--- src/hw/rdm_pkg.sv ---
// package for the regulator discharge and mode-0 register bank
package rdm_pkg;
  localparam logic [7:0] DISCHARGE_OFFSET = 8'h21;
  localparam logic [7:0] MODE0_OFFSET = 8'h22;
  localparam logic [7:0] DISCHARGE_RESET = 8'h00;
  localparam int CORE_BUCK_BIT = 3;
  localparam int SYSTEM_BUCK_BIT = 2;
  localparam int AON_LDO_BIT = 1;
  localparam int SYSTEM_LDO_BIT = 0;
  localparam int SHIP_BIT = 7;
  localparam int PIN_SOURCE_BIT = 6;
  localparam logic [5:0] CORE_VOLT_RESET = 6'h14;
  localparam logic [5:0] CORE_VOLT_MAX_LINEAR = 6'h28;
  localparam logic [5:0] CORE_VOLT_FIXED = 6'h3f;
  localparam logic [11:0] CORE_VOLT_BASE_MV = 12'h1f4;
  localparam logic [11:0] CORE_VOLT_STEP_MV = 12'h019;
  localparam logic [11:0] CORE_VOLT_FIXED_MV = 12'h708;
  localparam logic [11:0] CORE_VOLT_SAT_MV = 12'h5dc;

  typedef struct packed {
    logic write;
    logic read;
    logic [7:0] addr;
    logic [7:0] wdata;
  } rdm_req_t;

  typedef struct packed {
    logic core_buck;
    logic system_buck;
    logic aon_ldo;
    logic system_ldo;
  } rdm_reg4_t;
endpackage

--- src/hw/rdm_regs.sv ---
// register bank for regulator discharge and mode-0 configuration
`timescale 1ns/1ps
`default_nettype none
module rdm_regs (
  // clock and reset
  input wire logic mclk_i,
  input wire logic rst_n_i,
  // register access port from the serial slave
  input wire rdm_pkg::rdm_req_t req_i,
  output logic [7:0] rdata_o,
  output logic rvalid_o,
  // nonvolatile defaults, sampled in reset
  input wire logic nv_pin_source_i,
  input wire logic [5:0] nv_core_volt_i,
  // regulator enables and mode pins
  input wire rdm_pkg::rdm_reg4_t reg_enable_i,
  input wire logic mode_select_pin_a_i,
  input wire logic mode_select_pin_b_i,
  input wire logic mode_reg_bit_a_i,
  input wire logic mode_reg_bit_b_i,
  // controls to the analog side
  output rdm_pkg::rdm_reg4_t bleed_on_o,
  output logic ship_mode_o,
  output logic [1:0] mode_sel_o,
  output logic [5:0] core_buck_code_o,
  output logic [11:0] core_buck_mv_o
);

  logic [7:0] discharge;
  logic ship_en;
  logic mode0_pin_mode_source;
  logic [5:0] mode0_core_buck_voltage;
  logic wr_disch;
  logic wr_mode0;

  // millivolt target for a code, shared by the reset and run paths
  function automatic logic [11:0] code_to_mv(input logic [5:0] code);
    logic [11:0] mv;
    mv = rdm_pkg::CORE_VOLT_SAT_MV;
    if (code == rdm_pkg::CORE_VOLT_FIXED)
      mv = rdm_pkg::CORE_VOLT_FIXED_MV;
    else if (code <= rdm_pkg::CORE_VOLT_MAX_LINEAR)
      mv = 12'(rdm_pkg::CORE_VOLT_BASE_MV + 12'(code) * rdm_pkg::CORE_VOLT_STEP_MV);
    return mv;
  endfunction

  assign wr_disch = req_i.write && (req_i.addr == rdm_pkg::DISCHARGE_OFFSET);
  assign wr_mode0 = req_i.write && (req_i.addr == rdm_pkg::MODE0_OFFSET);

  // reserved bits are kept only so software reads back what it wrote
  always_ff @(posedge mclk_i)
  begin
    if (!rst_n_i)
      discharge <= rdm_pkg::DISCHARGE_RESET;
    else if (wr_disch)
      discharge <= req_i.wdata;
  end

  // sync reset lets the nonvolatile straps be caught as data
  always_ff @(posedge mclk_i)
  begin
    if (!rst_n_i)
    begin
      ship_en <= 1'b0;
      mode0_pin_mode_source <= nv_pin_source_i;
      mode0_core_buck_voltage <= nv_core_volt_i;
    end
    else if (wr_mode0)
    begin
      ship_en <= req_i.wdata[rdm_pkg::SHIP_BIT];
      mode0_pin_mode_source <= req_i.wdata[rdm_pkg::PIN_SOURCE_BIT];
      mode0_core_buck_voltage <= req_i.wdata[5:0];
    end
  end

  // read data registered; unmapped offsets read zero
  always_ff @(posedge mclk_i)
  begin
    if (!rst_n_i)
    begin
      rdata_o <= 8'h00;
      rvalid_o <= 1'b0;
    end
    else
    begin
      rvalid_o <= req_i.read;
      if (req_i.read)
      begin
        unique case (req_i.addr)
          rdm_pkg::DISCHARGE_OFFSET: rdata_o <= discharge;
          rdm_pkg::MODE0_OFFSET:
            rdata_o <= {ship_en, mode0_pin_mode_source, mode0_core_buck_voltage};
          default: rdata_o <= 8'h00;
        endcase
      end
    end
  end

  // analog outputs registered to keep glitches off the regulators
  always_ff @(posedge mclk_i)
  begin
    if (!rst_n_i)
    begin
      bleed_on_o <= '0;
      ship_mode_o <= 1'b0;
      mode_sel_o <= 2'h0;
      core_buck_code_o <= rdm_pkg::CORE_VOLT_RESET;
      core_buck_mv_o <= code_to_mv(rdm_pkg::CORE_VOLT_RESET);
    end
    else
    begin
      bleed_on_o.core_buck <= !reg_enable_i.core_buck
        && !discharge[rdm_pkg::CORE_BUCK_BIT];
      bleed_on_o.system_buck <= !reg_enable_i.system_buck
        && !discharge[rdm_pkg::SYSTEM_BUCK_BIT];
      bleed_on_o.aon_ldo <= !reg_enable_i.aon_ldo
        && !discharge[rdm_pkg::AON_LDO_BIT];
      bleed_on_o.system_ldo <= !reg_enable_i.system_ldo
        && !discharge[rdm_pkg::SYSTEM_LDO_BIT];
      ship_mode_o <= ship_en;
      if (mode0_pin_mode_source)
        mode_sel_o <= {mode_select_pin_b_i, mode_select_pin_a_i};
      else
        mode_sel_o <= {mode_reg_bit_b_i, mode_reg_bit_a_i};
      core_buck_code_o <= mode0_core_buck_voltage;
      core_buck_mv_o <= code_to_mv(mode0_core_buck_voltage);
    end
  end

  // checks
  property p_disch_write;
    @(posedge mclk_i) disable iff (!rst_n_i)
    wr_disch |=> discharge == $past(req_i.wdata);
  endproperty
  a_disch_write: assert property (p_disch_write) else $error("discharge write lost");

  property p_read_mode0;
    @(posedge mclk_i) disable iff (!rst_n_i)
    (req_i.read && req_i.addr == rdm_pkg::MODE0_OFFSET && !wr_mode0)
      |=> rvalid_o && rdata_o[5:0] == mode0_core_buck_voltage;
  endproperty
  a_read_mode0: assert property (p_read_mode0) else $error("mode0 readback wrong");

  property p_bleed_core;
    @(posedge mclk_i) disable iff (!rst_n_i)
    (reg_enable_i.core_buck || discharge[3]) |=> !bleed_on_o.core_buck;
  endproperty
  a_bleed_core: assert property (p_bleed_core) else $error("core bleed on wrongly");

  property p_bleed_sys;
    @(posedge mclk_i) disable iff (!rst_n_i)
    (!reg_enable_i.system_buck && !discharge[2]) |=> bleed_on_o.system_buck;
  endproperty
  a_bleed_sys: assert property (p_bleed_sys) else $error("system bleed missing");

  property p_bleed_ldo;
    @(posedge mclk_i) disable iff (!rst_n_i)
    1'b1 |=> bleed_on_o.aon_ldo == $past(!reg_enable_i.aon_ldo && !discharge[1]);
  endproperty
  a_bleed_ldo: assert property (p_bleed_ldo) else $error("aon bleed wrong");

  property p_ship;
    @(posedge mclk_i) disable iff (!rst_n_i)
    (wr_mode0 && req_i.wdata[7]) |=> ##1 ship_mode_o;
  endproperty
  a_ship: assert property (p_ship) else $error("ship mode not set");

  property p_pin_src;
    @(posedge mclk_i) disable iff (!rst_n_i)
    mode0_pin_mode_source |=> mode_sel_o == $past({mode_select_pin_b_i, mode_select_pin_a_i});
  endproperty
  a_pin_src: assert property (p_pin_src) else $error("pin mode not used");

  property p_reg_src;
    @(posedge mclk_i) disable iff (!rst_n_i)
    !mode0_pin_mode_source |=> mode_sel_o == $past({mode_reg_bit_b_i, mode_reg_bit_a_i});
  endproperty
  a_reg_src: assert property (p_reg_src) else $error("register mode not used");

  property p_nv_reset;
    @(posedge mclk_i)
    !rst_n_i |=> mode0_pin_mode_source == $past(nv_pin_source_i)
      && mode0_core_buck_voltage == $past(nv_core_volt_i) && !ship_en;
  endproperty
  a_nv_reset: assert property (p_nv_reset) else $error("reset defaults wrong");

  property p_fixed_mv;
    @(posedge mclk_i) disable iff (!rst_n_i)
    (mode0_core_buck_voltage == 6'h3f) |=> core_buck_mv_o == 12'h708;
  endproperty
  a_fixed_mv: assert property (p_fixed_mv) else $error("fixed 1.8 V not chosen");

  property p_sat_mv;
    @(posedge mclk_i) disable iff (!rst_n_i)
    (mode0_core_buck_voltage > 6'h28 && mode0_core_buck_voltage < 6'h3f)
      |=> core_buck_mv_o == 12'h5dc;
  endproperty
  a_sat_mv: assert property (p_sat_mv) else $error("saturation wrong");

  property p_reset_disch;
    @(posedge mclk_i)
    !rst_n_i |=> discharge == 8'h00 && !rvalid_o && rdata_o == 8'h00;
  endproperty
  a_reset_disch: assert property (p_reset_disch) else $error("discharge reset wrong");

  property p_reset_out;
    @(posedge mclk_i)
    !rst_n_i |=> bleed_on_o == 4'h0 && !ship_mode_o && mode_sel_o == 2'h0
      && core_buck_code_o == 6'h14 && core_buck_mv_o == 12'h3e8;
  endproperty
  a_reset_out: assert property (p_reset_out) else $error("output reset wrong");

  property p_read_disch;
    @(posedge mclk_i) disable iff (!rst_n_i)
    (req_i.read && req_i.addr == rdm_pkg::DISCHARGE_OFFSET && !wr_disch)
      |=> rvalid_o && rdata_o == discharge;
  endproperty
  a_read_disch: assert property (p_read_disch) else $error("discharge readback wrong");

  property p_read_unmapped;
    @(posedge mclk_i) disable iff (!rst_n_i)
    (req_i.read && req_i.addr != rdm_pkg::DISCHARGE_OFFSET
      && req_i.addr != rdm_pkg::MODE0_OFFSET) |=> rvalid_o && rdata_o == 8'h00;
  endproperty
  a_read_unmapped: assert property (p_read_unmapped) else $error("bad unmapped read");

  property p_rvalid_idle;
    @(posedge mclk_i) disable iff (!rst_n_i)
    !req_i.read |=> !rvalid_o;
  endproperty
  a_rvalid_idle: assert property (p_rvalid_idle) else $error("rvalid without read");

  property p_rdata_hold;
    @(posedge mclk_i) disable iff (!rst_n_i)
    !req_i.read |=> $stable(rdata_o);
  endproperty
  a_rdata_hold: assert property (p_rdata_hold) else $error("read data moved");

  property p_mode0_write;
    @(posedge mclk_i) disable iff (!rst_n_i)
    wr_mode0 |=> {ship_en, mode0_pin_mode_source, mode0_core_buck_voltage}
      == $past(req_i.wdata);
  endproperty
  a_mode0_write: assert property (p_mode0_write) else $error("mode0 write lost");

  property p_code_out;
    @(posedge mclk_i) disable iff (!rst_n_i)
    1'b1 |=> core_buck_code_o == $past(mode0_core_buck_voltage);
  endproperty
  a_code_out: assert property (p_code_out) else $error("code output wrong");

  property p_linear_mv;
    @(posedge mclk_i) disable iff (!rst_n_i)
    (mode0_core_buck_voltage <= 6'h28)
      |=> core_buck_mv_o == 12'h1f4 + 12'h019 * 12'($past(mode0_core_buck_voltage));
  endproperty
  a_linear_mv: assert property (p_linear_mv) else $error("linear step wrong");

  property p_bleed_core_on;
    @(posedge mclk_i) disable iff (!rst_n_i)
    (!reg_enable_i.core_buck && !discharge[3]) |=> bleed_on_o.core_buck;
  endproperty
  a_bleed_core_on: assert property (p_bleed_core_on) else $error("core bleed off");

  property p_bleed_sys_off;
    @(posedge mclk_i) disable iff (!rst_n_i)
    (reg_enable_i.system_buck || discharge[2]) |=> !bleed_on_o.system_buck;
  endproperty
  a_bleed_sys_off: assert property (p_bleed_sys_off) else $error("system bleed on");

  property p_bleed_sldo;
    @(posedge mclk_i) disable iff (!rst_n_i)
    1'b1 |=> bleed_on_o.system_ldo == $past(!reg_enable_i.system_ldo && !discharge[0]);
  endproperty
  a_bleed_sldo: assert property (p_bleed_sldo) else $error("system ldo bleed wrong");

  property p_ship_off;
    @(posedge mclk_i) disable iff (!rst_n_i)
    (wr_mode0 && !req_i.wdata[7]) |=> ##1 !ship_mode_o;
  endproperty
  a_ship_off: assert property (p_ship_off) else $error("ship mode not cleared");

  c_mode0_write: cover property (@(posedge mclk_i) disable iff (!rst_n_i) wr_mode0);
  c_bleed: cover property (@(posedge mclk_i) disable iff (!rst_n_i) bleed_on_o.core_buck);
  c_pin: cover property (@(posedge mclk_i) disable iff (!rst_n_i) mode0_pin_mode_source);
  c_ship: cover property (@(posedge mclk_i) disable iff (!rst_n_i) ship_mode_o);
  c_fixed: cover property (@(posedge mclk_i) disable iff (!rst_n_i) core_buck_mv_o == 12'h708);
endmodule // rdm_regs
`default_nettype wire

--- config.mk ---
export PLATFORM = sky130hd
export DESIGN_NAME = rdm_regs
export DESIGN_NICKNAME = d
export VERILOG_FILES = /design/src/hw/rdm_pkg.sv /design/src/hw/rdm_regs.sv
export SDC_FILE = /design/constraint.sdc
export NUM_CORES = 1
export LEC_CHECK = 0
export ABC_AREA = 1
export BUFFER_PORTS_ARGS = -buffer_cell sky130_fd_sc_hd__buf_2
export CORE_MARGIN = 1.5
export CORE_UTILIZATION = 53
export DETAILED_ROUTE_END_ITERATION = 10
export PLACE_DENSITY = 0.88
export SYNTH_ARGS = -nofsm -noshare
export SYNTH_HDL_FRONTEND = slang
export SYNTH_SLANG_ARGS = --single-unit
--- constraint.sdc ---
create_clock -name mclk_i -period 3.4 [get_ports mclk_i]
set_input_delay 0.68 -clock mclk_i [delete_from_list [all_inputs] [get_ports mclk_i]]
set_output_delay 0.68 -clock mclk_i [all_outputs]
set_load 0.02 [all_outputs]
==> out/metrics.cfg, run 1 <==
[placement]
pre_cts_slack_ns=0.542
dpl_cell_area_mm2=0.00303
gp_congestion=0.880
dp.final_hpwl_um=3990
portBuffers=68

[drt]
drc=0
routedWlPerCell_um=11.3
highest_layer=met4
wl_met1_um=2520
via_per_inst=4.77
vias=2278
antenna_left=0
routed_wl_um=5390
route.met2.wl_um=2370
drt_iter0_drc=186
dr_wl_met3_um=357
firstDrtPassIters=4

[sta]
clock_skew_ns=0.00899
period_share_pct=85.6
worst_pin_slew_ns=0.623
setup_tns_ns=0
slew_viol_final=0
finalCriticalPeriod_ns=2.91
layout_setup_ws_ns=0.491
setup_viol=0
grt_setup_unrepaired=false
slew_headroom_pct=58.5
whs_ns=0.471
hold_viol_final=0
clock.fmax_mhz=344

[cells_and_area]
fin_area_mm2=0.00312
diodes=0
syn2layout_area_growth_pct=18.0
nets=480
num-fill-cells=426
drive_above_1_share_pct=21.2

[yosys]
synth_fp_nets=413
synthAdderAreaFrac_pct=17.4
synth_cell_type_count=23
synth-seq-cells=50
syn-cell-area_mm2=0.00265
synthCells=343
muxShareOfSynthArea_pct=0
synth_compound_area_share_pct=2.27
synth_top_family_by_area=simple AND/OR/NAND/NOR gates
yosysSeqAreaShare_pct=40.5
yosys_warnings=0
syn_area_per_cell_um2=7.72
synthXorXnorAreaFrac_pct=0.331
synth_simple_gate_area_share_pct=29.5

[floorplan]
row_count=25
coreArea_mm2=0.00475
dieArea_mm2=0.00543
ioPinCount=69
dieWidth_um=73.7
die_h_um=73.7
start_util_pct=55.7

[critical_path]
critPathMaxFanout=5
endpoint_kind=register
arrival_ns=3.08
cp-start-kind=register
crit_required_ns=3.57
crit_type=reg -> reg

[clock_network]
postCtsSetupRepairBufs=0
clkLatencyLatePin_ns=0.31
cts_hold_buffers=0
numCtsBuffers=5
cts_buffer_depth=2
cts.clk_slew.worst_paths_ns=0.10
cts_tree=built
h-tree-depth=2
cts.sink_count=50
cts-root-buf=clkbuf_8
cts.repair.resized=0

[run_status]
status=finished clean

[power_and_ir_drop]
power_mw=1.55
leakagePower_nw=1.78
p_per_area_mw_per_mm2=496
max-vdd-ir-drop_v=0.000254

[global_route]
grt_pass1_wl_um=8750
antenna_found_initial=0
grt_usage_pct=21.0
grt-ovfl-total=0
grt_pass1_vias=2046
grt_max_degree=36

[worst_hold_path]
hold_path.class=reg -> reg

[flow_run]
drv_cap=0

==> routing by layer <==
layer  vias to the layer above  global-route usage (%)
met4                         0                    10.1
met1                       983                    28.4
met3                        14                    4.66
met2                        92                    31.7
met5                         -                       0
li1                       1189                       -
==> critical path: stages (launching register included) <==
cell	delay, ns
edfxtp_1	0.49
inv_1	0.17
ha_1	0.26
inv_1	0.08
fa_1	0.42
ha_1	0.34
fa_1	0.48
nand2_1	0.09
inv_1	0.05
a21oi_1	0.16
xor2_1	0.16
nand3_1	0.07
==> final timing paths <==
check,startpoint,end,slack [ns],cells past startpoint
worst max-delay path,mode0_core_buck_voltage[2],core_buck_mv_o[8],0.49,11
worst min-delay path,ship_en,ship_mode_o,0.47,2
worst max register to register,mode0_core_buck_voltage[2],core_buck_mv_o[8],0.49,11
worst min register to register,ship_en,ship_mode_o,0.47,2
==> synth_stat cells (all sizes together) <==
cell	n	area [µm²]
clkbuf	5	18.8
a21oi	8	40.0
ha	32	400
o21ai	4	20.0
buf	4	33.8
dfxtp	43	861
nand4	3	18.8
inv	57	214
fa	3	60.1
or2	1	6.26
xor2	1	8.76
edfxtp	7	210
nor2	46	173
nor3	7	62.6
nand2	88	338
nand3	34	183
==> layout by cell type (no fill, tap or decap), types with 2 or more instances in the layout <==
cell type / n
nor3_1: 4
o21ai_1: 4
nand2_1: 85
edfxtp_1: 7
inv_1: 54
nor2_1: 46
nand4_1: 3
dfxtp_1: 43
nand3_1: 33
fa_1: 3
inv_2: 3
ha_1: 32
nand2_2: 3
buf_2: 68
clkinv_4: 2
nor3_4: 2
a21oi_1: 8
clkbuf_8: 5
==> per-stage QoR <==
stage,utilization (%),cells
2_1_floorplan,-,343
3_3_place_gp,63.7,470
3_5_place_dp,63.7,470
4_1_cts,65.7,478
5_1_grt,65.7,478
6_report,65.7,478
==> cell families (layout without fill, tap and decap cells) <==
family | Yosys count | count (layout)
DFF | 50 | 50
AOI/OAI and AO/OA | 12 | 12
buffers and inverters | 66 | 134
adders and majority gates | 35 | 35
and+or+nand+nor | 179 | 179
xor gates and xnor gates | 1 | 1
==> power breakdown <==
part | switching [mW] | total [mW] | leakage, nW | internal, mW
clock network | 0.212 | 0.364 | 0.0502 | 0.153
registers | 0.0242 | 0.680 | 0.423 | 0.656
logic | 0.315 | 0.507 | 1.30 | 0.192
total | 0.551 | 1.55 | 1.78 | 1.00
==> state kept, by name (all words and copies together) (netlist names), 2 cells and up <==
| name | cells |
|---|---|
| discharge | 8 |
| mode_sel_o | 2 |
| core_buck_mv_o | 12 |
| rdata_o | 8 |
| bleed_on_o | 4 |
| mode0_core_buck_voltage | 6 |
| core_buck_code_o | 6 |
==> layout make-up <==
class                      instances  area [µm²]  area share [%]
multi-input combinational        227        1310            41.9
sequential                        50        1070            34.3
inverter                          57         214            6.85
timing repair buffer              69         348            11.1
tap                               67        83.8            2.68
clock buffer                       5        68.8            2.20
clock inverter                     3        28.8           0.921
No activity file was read; power rests on OpenSTA's default activity.
==> run 2: changes to the inputs <==
==> constraint.sdc (replaced) <==
create_clock -name mclk_i -period 3.4 [get_ports mclk_i]
set_input_delay 0.17 -clock mclk_i [delete_from_list [all_inputs] [get_ports mclk_i]]
set_output_delay 0.17 -clock mclk_i [all_outputs]
set_load 0.02 [all_outputs]
==> run 2 against run 1 <==
Final cell count fell by 0.21%. Via count shrank 0.48%. Highest routed layer unchanged. Hold slack lost 0.47 ns. First-iteration DRC count decreased by 16%. Register-to-register slack worse by 0.02 ns.
==> out/metrics.cfg, run 2 (synthesis gave the netlist of run 1 again) <==
[floorplan]
coreArea_mm2=0.00475  ; unchanged
dieWidth_um=73.7  ; unchanged
dieArea_mm2=0.00543  ; unchanged
start_util_pct=55.7  ; unchanged
row_count=25  ; unchanged
die_h_um=73.7  ; unchanged
ioPinCount=69  ; unchanged

[global_route]
grt_use_met2_pct=35.8  ; was 31.7%
grt_usage_pct=21.3  ; was 21.0%
grt-ovfl-total=0  ; unchanged
grt_max_degree=36  ; unchanged
antenna_found_initial=0  ; unchanged
grt_pass1_vias=1972  ; was 2046
use_met1_pct=28.1  ; was 28.4%
top_usage_layer=met2  ; unchanged
grt_pass1_wl_um=8850  ; was 8750 µm
grtUsageMet3_pct=4.12  ; was 4.66%

[sta]
slew_headroom_pct=55.3  ; was 58.5%
setup_tns_ns=0  ; unchanged
worst_pin_slew_ns=0.669  ; was 0.623 ns
slew_viol_final=0  ; unchanged
hold_viol_final=0  ; unchanged
layout_setup_ws_ns=0.470  ; was 0.491 ns
grt_setup_unrepaired=false  ; unchanged
clock_skew_ns=0.0149  ; was 0.00899 ns
finalCriticalPeriod_ns=2.93  ; was 2.91 ns
clock.fmax_mhz=341  ; was 344 MHz
setup_viol=0  ; unchanged
period_share_pct=86.2  ; was 85.6%

[clock_network]
postCtsSetupRepairBufs=0  ; unchanged
cts_buffer_depth=2  ; unchanged
cts-root-buf=clkbuf_8  ; unchanged
clkLatencyLatePin_ns=0.31  ; about the same
h-tree-depth=2  ; unchanged
cts.repair.resized=0  ; unchanged
cts_tree=built  ; unchanged
numCtsBuffers=5  ; unchanged
cts_hold_buffers=0  ; unchanged
cts.clk_slew.worst_paths_ns=0.10  ; about the same
cts.sink_count=50  ; unchanged

[run_status]
status=finished clean  ; unchanged

[critical_path]
timing.rr.end=core_buck_mv_o[8]  ; unchanged
rrSetupSlack_ns=0.47  ; was 0.49 ns
crit_start=mode0_core_buck_voltage[2]  ; unchanged
crit_type=reg -> reg  ; unchanged
cp-start-kind=register  ; unchanged
crit_required_ns=3.55  ; was 3.57 ns
endpoint_kind=register  ; unchanged
worstRegToRegCells=11  ; unchanged
critPathMaxFanout=5  ; unchanged
arrival_ns=3.09  ; was 3.08 ns
cp-endpoint=core_buck_mv_o[8]  ; unchanged
reg2reg_from=mode0_core_buck_voltage[2]  ; unchanged

[cells_and_area]
largest_register_ffs=12  ; unchanged
final_common_cell=nand2_1  ; unchanged
nets=479  ; was 480
regMostFlops=core_buck_mv_o  ; unchanged
largestRegisters=core_buck_mv_o: 12 flops, discharge: 8 flops, rdata_o: 8 flops  ; unchanged
drive_above_1_share_pct=21.0  ; was 21.2%
syn2layout_area_growth_pct=19.2  ; was 18.0%
diodes=0  ; unchanged
fin_util_pct=66.4  ; was 65.7%
mostFrequentLayoutCells=nand2_1, buf_2, inv_1  ; unchanged

[power_and_ir_drop]
max-vdd-ir-drop_v=0.000285  ; was 0.000254 V
p_per_area_mw_per_mm2=536  ; was 496 mW/mm²
leakagePower_nw=1.79  ; was 1.78 nW
power_mw=1.69  ; was 1.55 mW

[placement]
pre_cts_slack_ns=0.545  ; was 0.542 ns
dp.final_hpwl_um=4050  ; was 3990 µm
portBuffers=68  ; unchanged
gp_congestion=0.868  ; was 0.880

[drt]
routed_wl_um=5630  ; was 5390 µm
antenna_left=0  ; unchanged
vias=2267  ; was 2278
drc=0  ; unchanged
routedWlPerCell_um=11.8  ; was 11.3 µm
firstDrtPassIters=4  ; unchanged
via_per_inst=4.75  ; was 4.77
drt_iter0_drc=156  ; was 186

[flow_run]
drv_cap=0  ; unchanged

[worst_hold_path]
hold_path.class=in -> reg  ; was reg -> reg

run 2: cell count changes in the layout (fill, tap and decap cells not counted):
cell	previous run	this run
clkinv_4	2	1
inv_8	1	0
buf_4	1	0
bufinv_16	0	2
run 2: where the power goes:
part	total [mW]	switching [mW]	internal (mW)
Combinational	0.515	0.322	0.193
Clock	0.495	0.200	0.295
Sequential	0.682	0.0259	0.656
Total	1.69	0.547	1.14
run 2: stage by stage:
| stage | instance area (µm²) | std cells | hold WS (ns) |
|---|---|---|---|
| after CTS | 3160 | 477 | 0.00241 |
| after detailed placement | 3020 | 469 | 0.336 |
| after floorplan | 2650 | 343 | 0.247 |
| final | 3160 | 477 | 0.00471 |
| after global routing | 3160 | 477 | 0.00539 |
| after global placement | 3020 | 469 | 0.334 |
run 2: routing by layer:
layer | vias to the layer above | wire length (µm)
li1 | 1186 | -
met1 | 1014 | 2610
met2 | 63 | 2650
met3 | 4 | 309
met4 | 0 | 57
met5 | - | 0
run 2: critical path, cell delays in order, from the launching register on:
cell,delay [ns]
edfxtp_1,0.49
inv_1,0.18
ha_1,0.26
inv_1,0.08
fa_1,0.43
ha_1,0.35
fa_1,0.48
nand2_1,0.09
inv_1,0.05
a21oi_1,0.15
xor2_1,0.16
nand3_1,0.08
run 2: worst min path at each step:
stage                                from            end  slack, ns  cells past startpoint
after floorplan           reg_enable_i[0]  bleed_on_o[0]       0.25                      1
after global placement    reg_enable_i[0]  bleed_on_o[0]       0.33                      2
after detailed placement  reg_enable_i[2]  bleed_on_o[2]       0.34                      2
after CTS                 reg_enable_i[2]  bleed_on_o[2]      0.002                      2
after global routing      reg_enable_i[3]  bleed_on_o[3]      0.005                      2
final                     reg_enable_i[2]  bleed_on_o[2]      0.005                      2
run 2: area by class of cell:
type,count,area (µm²)
fill,418,1600
inverter,57,214
tap,67,83.8
multi-input combinational,227,1310
sequential,50,1070
clock buffer,5,68.8
timing repair buffer,68,340
clock inverter,3,68.8
